--- config.mk ---
export PLATFORM = sky130hd
export DESIGN_NAME = bsx_exec
export DESIGN_NICKNAME = d
export VERILOG_FILES = /design/src/include/bsx_pkg.sv /design/src/hdl/bsx_exec.sv
export SDC_FILE = /design/constraint.sdc
export NUM_CORES = 1
export LEC_CHECK = 0
export BUFFER_PORTS_ARGS = -buffer_cell sky130_fd_sc_hd__buf_4
export CORE_MARGIN = 2
export CORE_UTILIZATION = 52
export CTS_CLUSTER_SIZE = 10
export DETAILED_ROUTE_END_ITERATION = 10
export PLACE_DENSITY = 0.81
export SYNTH_ARGS = -nofsm -noshare
export SYNTH_HDL_FRONTEND = slang
export SYNTH_SLANG_ARGS = --single-unit
--- constraint.sdc ---
create_clock -name i_core_clk -period 6.5 [get_ports i_core_clk]
set_clock_uncertainty 0.1 [all_clocks]
set_input_delay 0.65 -clock i_core_clk [delete_from_list [all_inputs] [get_ports i_core_clk]]
set_output_delay 0.65 -clock i_core_clk [all_outputs]
set_load 0.01 [all_outputs]
--- src/include/bsx_pkg.sv ---
// Operation
// RULE1: unconditional branch loads target, second cycle idles
// RULE2: target is incremented pc plus twice offset
// RULE3: opcode 1000 forces selected bit to one
// RULE4: opcode 1011 skips next when bit clear
// RULE5: skip discards prefetch, runs one idle cycle
// RULE6: skipped two-word instruction adds another idle cycle
// RULE7: access bit zero picks access bank
// RULE8: opcode 0111 inverts selected bit
// RULE9: branch on overflow only when flag set
// RULE10: opcode 1010 skips next when bit set
// RULE11: read in Q2, modify Q3, write Q4
`default_nettype none
package bsx_pkg;
    localparam int          PC_W           = 21;
    localparam logic [3:0]  OPC_BIT_SET    = 4'h8;
    localparam logic [3:0]  OPC_BIT_TOGGLE = 4'h7;
    localparam logic [3:0]  OPC_SKIP_CLR   = 4'hB;
    localparam logic [3:0]  OPC_SKIP_SET   = 4'hA;
    localparam logic [3:0]  OPC_UNCOND_BR  = 4'hD;
    localparam logic [3:0]  OPC_COND_BR    = 4'hE;
    localparam logic [3:0]  SUB_OVF_BR     = 4'h4;
    localparam logic [7:0]  ACCESS_SPLIT   = 8'h80;
    localparam logic [3:0]  ACCESS_LO_BANK = 4'h0;
    localparam logic [3:0]  ACCESS_HI_BANK = 4'hF;
    localparam logic [1:0]  PH_Q1          = 2'h0;
    localparam logic [1:0]  PH_Q2          = 2'h1;
    localparam logic [1:0]  PH_Q3          = 2'h2;
    localparam logic [1:0]  PH_Q4          = 2'h3;

    typedef enum logic [2:0] {
        BSX_OP_NONE, BSX_OP_SET, BSX_OP_TGL, BSX_OP_TSC, BSX_OP_TSS, BSX_OP_UBR, BSX_OP_OVB
    } bsx_op_type;

    typedef enum logic [1:0] {
        BSX_EXEC, BSX_NOP1, BSX_NOP2
    } bsx_mode_type;

    typedef struct packed {
        logic [1:0]      phase;
        bsx_mode_type    mode;
        bsx_op_type      op;
        logic [2:0]      bitsel;
        logic [11:0]     faddr;
        logic [PC_W-1:0] target;
        logic            take;
        logic            skip2;
        logic            rd;
        logic            wr;
        logic [7:0]      wdata;
        logic            pc_load;
        logic            discard;
        logic            nop;
    } bsx_state_type;
endpackage : bsx_pkg
`default_nettype wire

--- src/hdl/bsx_exec.sv ---
`default_nettype none
module bsx_exec
    import bsx_pkg::*;
(
    // clock and reset
    input  wire logic            i_core_clk,
    input  wire logic            i_sys_rst,
    // instruction stream
    input  wire logic [15:0]     i_instr,
    input  wire logic            i_instr_valid,
    input  wire logic [PC_W-1:0] i_pc,
    input  wire logic            i_next_two_word,
    // core state
    input  wire logic            i_ovf,
    input  wire logic [3:0]      i_bank_sel,
    input  wire logic [7:0]      i_fdata,
    // file register access
    output logic                 o_rd_en,
    output logic                 o_wr_en,
    output logic [11:0]          o_faddr,
    output logic [7:0]           o_wdata,
    // program flow
    output logic                 o_pc_load,
    output logic [PC_W-1:0]      o_pc_target,
    output logic                 o_discard,
    output logic                 o_nop_cycle,
    output logic [1:0]           o_phase
);
    bsx_state_type s;
    bsx_state_type next_s;

    function automatic bsx_op_type decode_op(input logic [15:0] w);
        bsx_op_type r;
        r = BSX_OP_NONE;
        if (w[15:12] == OPC_BIT_SET) begin
            r = BSX_OP_SET;
        end else if (w[15:12] == OPC_BIT_TOGGLE) begin
            r = BSX_OP_TGL;
        end else if (w[15:12] == OPC_SKIP_CLR) begin
            r = BSX_OP_TSC;
        end else if (w[15:12] == OPC_SKIP_SET) begin
            r = BSX_OP_TSS;
        end else if (w[15:12] == OPC_UNCOND_BR && !w[11]) begin
            r = BSX_OP_UBR;
        end else if (w[15:12] == OPC_COND_BR && w[11:8] == SUB_OVF_BR) begin
            r = BSX_OP_OVB;
        end
        return r;
    endfunction : decode_op

    // pc is already incremented past this word
    function automatic logic [PC_W-1:0] branch_target(input logic [PC_W-1:0] pc,
                                                      input logic signed [10:0] off);
        logic [PC_W-1:0] ext;
        ext = PC_W'(off);
        return pc + {ext[PC_W-2:0], 1'b0}; // [RULE2]
    endfunction : branch_target

    function automatic logic [11:0] bank_addr(input logic a, input logic [7:0] f, input logic [3:0] bsel);
        logic [3:0] bank;
        bank = bsel;
        if (!a) begin
            bank = (f < ACCESS_SPLIT) ? ACCESS_LO_BANK : ACCESS_HI_BANK; // [RULE7]
        end
        return {bank, f};
    endfunction : bank_addr

    function automatic logic [10:0] offset_of(input logic [15:0] w, input bsx_op_type op);
        return (op == BSX_OP_UBR) ? w[10:0] : {{3{w[7]}}, w[7:0]};
    endfunction : offset_of

    bsx_op_type      dec_op;
    logic [7:0]      mask;
    logic            sel_bit;

    always_comb begin
        dec_op  = decode_op(i_instr);
        mask    = 8'h01 << s.bitsel;
        sel_bit = |(i_fdata & mask);
        next_s  = s;
        next_s.phase   = s.phase + 2'h1;
        next_s.rd      = 1'b0;
        next_s.wr      = 1'b0;
        next_s.pc_load = 1'b0;
        next_s.discard = 1'b0;
        case (s.mode)
            BSX_EXEC: begin
                case (s.phase)
                    PH_Q1: begin
                        next_s.op   = i_instr_valid ? dec_op : BSX_OP_NONE;
                        next_s.bitsel = i_instr[11:9];
                        next_s.faddr  = bank_addr(i_instr[8], i_instr[7:0], i_bank_sel);
                        next_s.target = branch_target(i_pc, offset_of(i_instr, dec_op));
                        // overflow is sampled at decode
                        next_s.take = i_instr_valid &&
                                      (dec_op == BSX_OP_UBR || (dec_op == BSX_OP_OVB && i_ovf)); // [RULE9]
                        next_s.rd   = i_instr_valid && (dec_op == BSX_OP_SET || dec_op == BSX_OP_TGL ||
                                      dec_op == BSX_OP_TSC || dec_op == BSX_OP_TSS); // [RULE11]
                    end
                    PH_Q3: begin
                        if (s.op == BSX_OP_SET) begin
                            next_s.wr    = 1'b1; // [RULE11]
                            next_s.wdata = i_fdata | mask; // [RULE3]
                        end else if (s.op == BSX_OP_TGL) begin
                            next_s.wr    = 1'b1;
                            next_s.wdata = i_fdata ^ mask; // [RULE8]
                        end
                        next_s.pc_load = s.take; // [RULE1]
                        if ((s.op == BSX_OP_TSC && !sel_bit) || (s.op == BSX_OP_TSS && sel_bit)) begin
                            next_s.discard = 1'b1; // [RULE4] [RULE10] [RULE5]
                            next_s.skip2   = i_next_two_word;
                        end else begin
                            next_s.skip2   = 1'b0;
                        end
                    end
                    PH_Q4: begin
                        if (s.discard && s.skip2) begin
                            next_s.mode = BSX_NOP2; // [RULE6]
                        end else if (s.discard || s.pc_load) begin
                            next_s.mode = BSX_NOP1; // [RULE1] [RULE5]
                        end
                        next_s.op = BSX_OP_NONE;
                    end
                    default: begin
                    end
                endcase
            end
            BSX_NOP2: begin
                if (s.phase == PH_Q4) begin
                    next_s.mode = BSX_NOP1;
                end
            end
            default: begin
                if (s.phase == PH_Q4) begin
                    next_s.mode = BSX_EXEC;
                end
            end
        endcase
        next_s.nop = (next_s.mode != BSX_EXEC);
    end

    always_ff @(posedge i_core_clk) begin
        if (i_sys_rst) begin
            s <= '0;
        end else begin
            s <= next_s;
        end
    end

    assign o_rd_en     = s.rd;
    assign o_wr_en     = s.wr;
    assign o_faddr     = s.faddr;
    assign o_wdata     = s.wdata;
    assign o_pc_load   = s.pc_load;
    assign o_pc_target = s.target;
    assign o_discard   = s.discard;
    assign o_nop_cycle = s.nop;
    assign o_phase     = s.phase;

    // decode accepted on this edge
    logic accept;
    assign accept = s.mode == BSX_EXEC && s.phase == PH_Q1 && i_instr_valid;
endmodule : bsx_exec
`default_nettype wire

==> results.json, run 1 <==
{
  "outcome": "finished clean",
  "cts_setup_buffers": 0,
  "die_y_um": 92.8,
  "min_to": "o_pc_target[7]",
  "syn-mean-instance-area_um2": 7.66,
  "synth_ff_type": "dfxtp_1",
  "slowest_delay_ns": 0.58,
  "ys_ff_latch": 58,
  "synthCells": 535,
  "clock_path_buffers": 2,
  "relSlewSlack": 0.610,
  "placed_cell_area_um2": 4580,
  "drive_above_1_share": 0.221,
  "synthSimpleGateAreaFrac": 0.250,
  "synth-edff-count": 0,
  "powerDensity_nw_per_um2": 224,
  "grt_pass1_wl_um": 16800,
  "first_pass_iters": 4,
  "ys_types": 58,
  "dieArea_um2": 8610,
  "clock-root-buffer": "clkbuf_8",
  "hold_depth": 2,
  "num_io_pins": 102,
  "drv_slew": 0,
  "numCtsBuffers": 9,
  "swShare": 0.320,
  "start_util": 0.533,
  "period_share": 0.485,
  "ys_warn_count": 0,
  "routed_wl_um": 10300,
  "port_buffers": 101,
  "slowest_stage": "a2111oi_0",
  "pwr-share-comb": 0.265,
  "p_sw_uw": 344,
  "ir_drop_mv": 0.121,
  "final.setup.tns_ns": 0,
  "synth_compound_area_frac": 0.187,
  "fin_hold_ws_ns": 0.360,
  "viasPerCell": 5.57,
  "antenna_found_initial": 0,
  "fin_area_um2": 4810,
  "worstReg2RegEnd": "o_pc_target[20]",
  "grt_pass1_vias": 3622,
  "ctsHoldBuffers": 0,
  "power.internal_uw": 731,
  "tightest_slew_ns": 0.570,
  "min_period_ns": 3.15,
  "clkPwrFrac": 0.361,
  "coreArea_um2": 7690,
  "cp.arrival_ns": 3.29,
  "place.gp.congestion": 0.883,
  "n_antenna_cell": 0,
  "fin_nets": 677,
  "rsz0062_at_grt": "no",
  "cts_resized": 0,
  "path_clk_slew_ns": 0.08,
  "rows": 32,
  "start_kind": "input pin",
  "synth-adder-area-share": 0.127,
  "worstHoldStart": "o_pc_target[7]",
  "cts_sinks": 58,
  "grt-ovfl-total": 0,
  "grt_usage": 0.242,
  "yosysSeqAreaShare": 0.283,
  "power_frac_seq": 0.374,
  "crit_chain": "buf_4, and2b_4, nand3_4, mux2_4, ha_1, o21ai_1, a2111oi_0, o21ai_0, nand3_1, nand2_1, a32o_1",
  "post_drt_wl_per_cell_um": 14.9,
  "fmax_ghz": 0.317,
  "r2r_slack_ns": 4.33,
  "async_flop_share": 0,
  "required_ns": 6.64,
  "cts_max_level": 3,
  "grt_max_degree": 53,
  "cts_tree": "built",
  "area_growth_pct": 17.3,
  "fp.dieW_um": 92.8,
  "dp_hpwl_um": 7560,
  "ant_nets": 0,
  "drc": 0,
  "ff2ff_path_depth": 5,
  "finalSetupViolCount": 0,
  "vias": 3839,
  "mappedNetlistArea_um2": 4100,
  "cap_violations": 0,
  "drt-initial-drc-count": 166,
  "clock_latency_ns": 0.34,
  "synth_nets": 630,
  "synth_top_family_by_area": "simple AND/OR/NAND/NOR gates",
  "worstSetupPathType": "input pin to flop",
  "cp_num_buf_inv": 1,
  "synthXorXnorAreaFrac": 0.0125,
  "synth_mux_area_frac": 0.0165,
  "r2r_start": "s[55]",
  "final_hold_viol_count": 0,
  "crit_family": "compound AO/OA/AOI/OAI gates",
  "hold_path_class": "flop to flop",
  "cp_max_fo": 11,
  "p_leak_nw": 2.22,
  "nFillCells": 698,
  "end_kind": "flop"
}
area by class of cell:
cell class / instances / area [um2] / share of cell area
Clock inverter: 7 / 101 / 0.0211
Multi-Input combinational cell: 386 / 2430 / 0.505
Timing Repair Buffer: 103 / 773 / 0.161
Sequential cell: 58 / 1160 / 0.242
Clock buffer: 9 / 124 / 0.0258
Inverter: 24 / 90.1 / 0.0187
Tap cell: 102 / 128 / 0.0265
registers in the layout, summed over array words and instances, names as in the netlist:
| signal | cells |
|---|---|
| o_discard | 1 |
| o_pc_target | 21 |
| o_pc_load | 1 |
| o_rd_en | 1 |
| o_nop_cycle | 1 |
| o_phase | 2 |
| s | 10 |
| o_wr_en | 1 |
| o_wdata | 8 |
| o_faddr | 12 |
cells by family (layout without fill, tap and decap cells):
logic type / after synthesis / after routing
AOI/OAI and AO/OA: 125 / 125
xor gates and xnor gates: 5 / 5
adders and majority gates: 41 / 41
buffers and inverters: 91 / 143
DFF: 58 / 58
muxes: 6 / 6
and+or+nand+nor: 209 / 209
worst max path at each step:
stage / startpoint / to / slack (ns) / cells after the start
final: i_instr[11] / o_pc_target[18] / 3.35 / 11
after global routing: i_instr[11] / o_pc_target[18] / 3.19 / 11
after CTS: i_instr[11] / o_pc_target[18] / 3.38 / 11
after detailed placement: i_instr[11] / o_pc_target[18] / 3.03 / 11
after global placement: i_instr[11] / o_pc_target[20] / 3.13 / 11
after floorplan: i_instr[13] / o_pc_target[20] / 3.34 / 12
cells in the final DEF (no fill, tap or decap), drive strengths merged, types with 4 or more instances in the layout:
cell	n
ha	40
buf	103
nor4	5
nand2b	5
o21ai	21
a21o	5
or2	4
a211oi	10
nand2	57
nor3	20
nor2	56
o21a	5
and3	4
nand4	6
clkbuf	9
nor2b	8
or3	10
a21oi	56
a22oi	4
inv	26
nand3	18
dfxtp	58
layer usage:
layer	global-route usage	wire length, um
met1	0.304	4500
met2	0.413	5030
met3	0.0521	548
met4	0.0748	164
met5	0	0
worst min-delay path: cells and delay by family, from the launching register on:
family,cells,cell delay [ns]
DFF,1,0.32
and+or+nand+nor,1,0.05
AOI/OAI and AO/OA,1,0.05
Yosys cell counts (all sizes together) (3+ instances only):
master	number	area (um2)
a211oi	10	75.1
a21boi	3	22.5
a21o	5	37.5
a21oi	56	280
a22oi	4	30.0
a311o	3	30.0
a31oi	3	18.8
and2	3	18.8
and3	4	25.0
and4	3	26.3
buf	49	350
clkbuf	18	67.6
dfxtp	58	1160
ha	40	500
inv	24	90.1
mux2	3	37.5
mux2i	3	30.0
nand2	57	214
nand2b	5	31.3
nand3	18	103
nand4	6	37.5
nor2	56	210
nor2b	8	57.6
nor3	20	100
nor3b	3	22.5
nor4	5	31.3
o2111ai	3	26.3
o21a	5	37.5
o21ai	21	105
or2	4	25.0
or3	10	62.6
xor2	3	33.8
power groups by stage:
stage / registers [mW] / clock network [mW] / logic [mW]
detailed placement: 0.410 / 0 / 0.281
finish: 0.401 / 0.388 / 0.285
global placement: 0.409 / 0 / 0.274
CTS: 0.402 / 0.391 / 0.284
floorplan: 0.403 / 0 / 0.211
global route: 0.405 / 0.409 / 0.317
metrics by stage:
stage	setup WS, ns	power, mW	util	cells
after floorplan	3.34	0.613	-	535
final	3.35	1.07	0.625	689
after CTS	3.38	1.08	0.625	689
after global placement	3.13	0.683	0.596	673
after global routing	3.19	1.13	0.625	689
after detailed placement	3.03	0.691	0.596	673
No activity file was read; power rests on OpenSTA's default activity.
==> run 2: changes to the inputs <==
- clock period: 6.5 -> 3.25 ns (I/O delays scaled with it)
==> run 2 against run 1 <==
  * Count of clock-buffer cells in the layout grew 2
  * Sequential share of layout area is essentially flat
  * Clock power grew 79%
  * Register-to-register slack lost 3.2 ns
  * Sequential power grew 100%
  * Via count grew 0.26%
  * Critical path depth is the same
  * Critical path type unchanged
  * Largest power group unchanged
  * Highest routed layer unchanged
==> results.json, run 2 (same netlist as run 1, synthesis figures left out) <==
{
  "first_pass_iters": 5,
  "setup_ws_ns": 0.346,
  "vias": 3849,
  "clock_path_buffers": 2,
  "p_leak_nw": 2.23,
  "drive_above_1_share": 0.224,
  "routed_wl_um": 10100,
  "grt_pass1_wl_um": 16500,
  "clock_latency_ns": 0.34,
  "worstSetupPathType": "input pin to flop",
  "outcome": "finished clean",
  "grt_usage": 0.239,
  "dieArea_um2": 8610,
  "layout_commonest_cell": "buf_4",
  "cp_max_fo": 11,
  "cts_resized": 0,
  "layout.cells.most_common_list": "105 x buf_4, 58 x dfxtp_1, 57 x nand2_1",
  "n_antenna_cell": 0,
  "cap_violations": 0,
  "grt_max_degree": 44,
  "finalSetupViolCount": 0,
  "ant_nets": 0,
  "area_growth_pct": 17.1,
  "dp_hpwl_um": 7530,
  "largest_reg_flops": 21,
  "slowest_delay_ns": 0.62,
  "post-place-ws_ns": 0.0984,
  "end_kind": "flop",
  "grt_pass1_vias": 3512,
  "rows": 32,
  "hold_depth": 2,
  "fin_nets": 679,
  "min_period_ns": 2.90,
  "hold_path_class": "input pin to flop",
  "drt-initial-drc-count": 183,
  "crit_family": "compound AO/OA/AOI/OAI gates",
  "ff2ff_path_depth": 9,
  "cts_tree": "built",
  "final_hold_viol_count": 0,
  "rsz0062_at_grt": "no",
  "clock-root-buffer": "clkbuf_8",
  "relSlewSlack": 0.502,
  "cp_num_buf_inv": 1,
  "powerDensity_nw_per_um2": 431,
  "cts_sinks": 58,
  "ir_drop_mv": 0.235,
  "numCtsBuffers": 9,
  "start_kind": "input pin",
  "cts_max_level": 3,
  "start_util": 0.533,
  "post_drt_wl_per_cell_um": 14.6,
  "place.gp.congestion": 0.901,
  "cp.arrival_ns": 3.05,
  "required_ns": 3.40,
  "ctsHoldBuffers": 0,
  "viasPerCell": 5.57,
  "coreArea_um2": 7690,
  "fmax_ghz": 0.344,
  "drc": 0,
  "die_y_um": 92.8,
  "port_buffers": 101,
  "antenna_found_initial": 0,
  "cts_setup_buffers": 0,
  "final.setup.tns_ns": 0,
  "num_io_pins": 102,
  "period_share": 0.893,
  "path_clk_slew_ns": 0.07,
  "crit_chain": "buf_4, and2b_4, nand3_4, mux2_4, ha_1, o21ai_1, a2111oi_0, a22oi_1, nand3_1, nand4_1, and4_1",
  "slowest_stage": "a2111oi_0",
  "fp.dieW_um": 92.8,
  "grt-ovfl-total": 0,
  "cp_num_cells": 11,
  "drv_slew": 0,
  "tightest_slew_ns": 0.747
}
## run 2: cell types whose count changed in the layout (fill, tap and decap cells not counted), sizes merged
cell,change
clkbuf,+2
clkinvlp,-1
inv,-2
clkinv,+2
bufinv,-1
buf,+2
## run 2: through the flow
step	util	hold slack, ns	power [mW]	cell area, um2	instances
global route	0.625	0.133	2.18	4800	691
global placement	0.598	0.343	1.37	4600	675
floorplan	-	0.301	1.23	4100	535
detailed placement	0.598	0.338	1.38	4600	675
CTS	0.625	0.110	2.08	4800	691
finish	0.625	0.127	2.07	4800	691
## run 2: power by group
group / switching, mW / internal, mW
logic: 0.311 / 0.259
registers: 0.0366 / 0.768
clock network: 0.304 / 0.392
## run 2: path summary, 6_finish.rpt
kind,start,to,slack [ns]
worst max-delay path,i_instr[11],o_pc_target[20],0.35
worst min register to register,o_faddr[0],o_faddr[0],0.36
worst min-delay path,i_sys_rst,o_phase[0],0.13
worst max register to register,s[50],s[13],1.17
## run 2: layer usage
layer | part of all wire | GRT usage | routed length (um)
met2 | 0.49 | 0.402 | 4920
met4 | 0.014 | 0.0956 | 138
met5 | 0 | 0 | 0
met3 | 0.059 | 0.0472 | 594
met1 | 0.44 | 0.299 | 4440
## run 2: worst register-to-register path, cell delays in order, from the launching register on
cell	delay, ns
dfxtp_1	0.46
or3_1	0.19
inv_1	0.05
ha_1	0.17
nor4_1	0.29
nand2_1	0.14
nor3_1	0.21
a31o_2	0.14
nand4_1	0.10
a21oi_1	0.16
## run 2: area by class of cell
type                       instances  area [um2]
clock inverter                     5        52.6
multi-input combinational        386        2430
inverter                          24        90.1
sequential                        58        1160
fill                             707        2890
clock buffer                      11         151
tap                              102         128
timing repair buffer             105         788
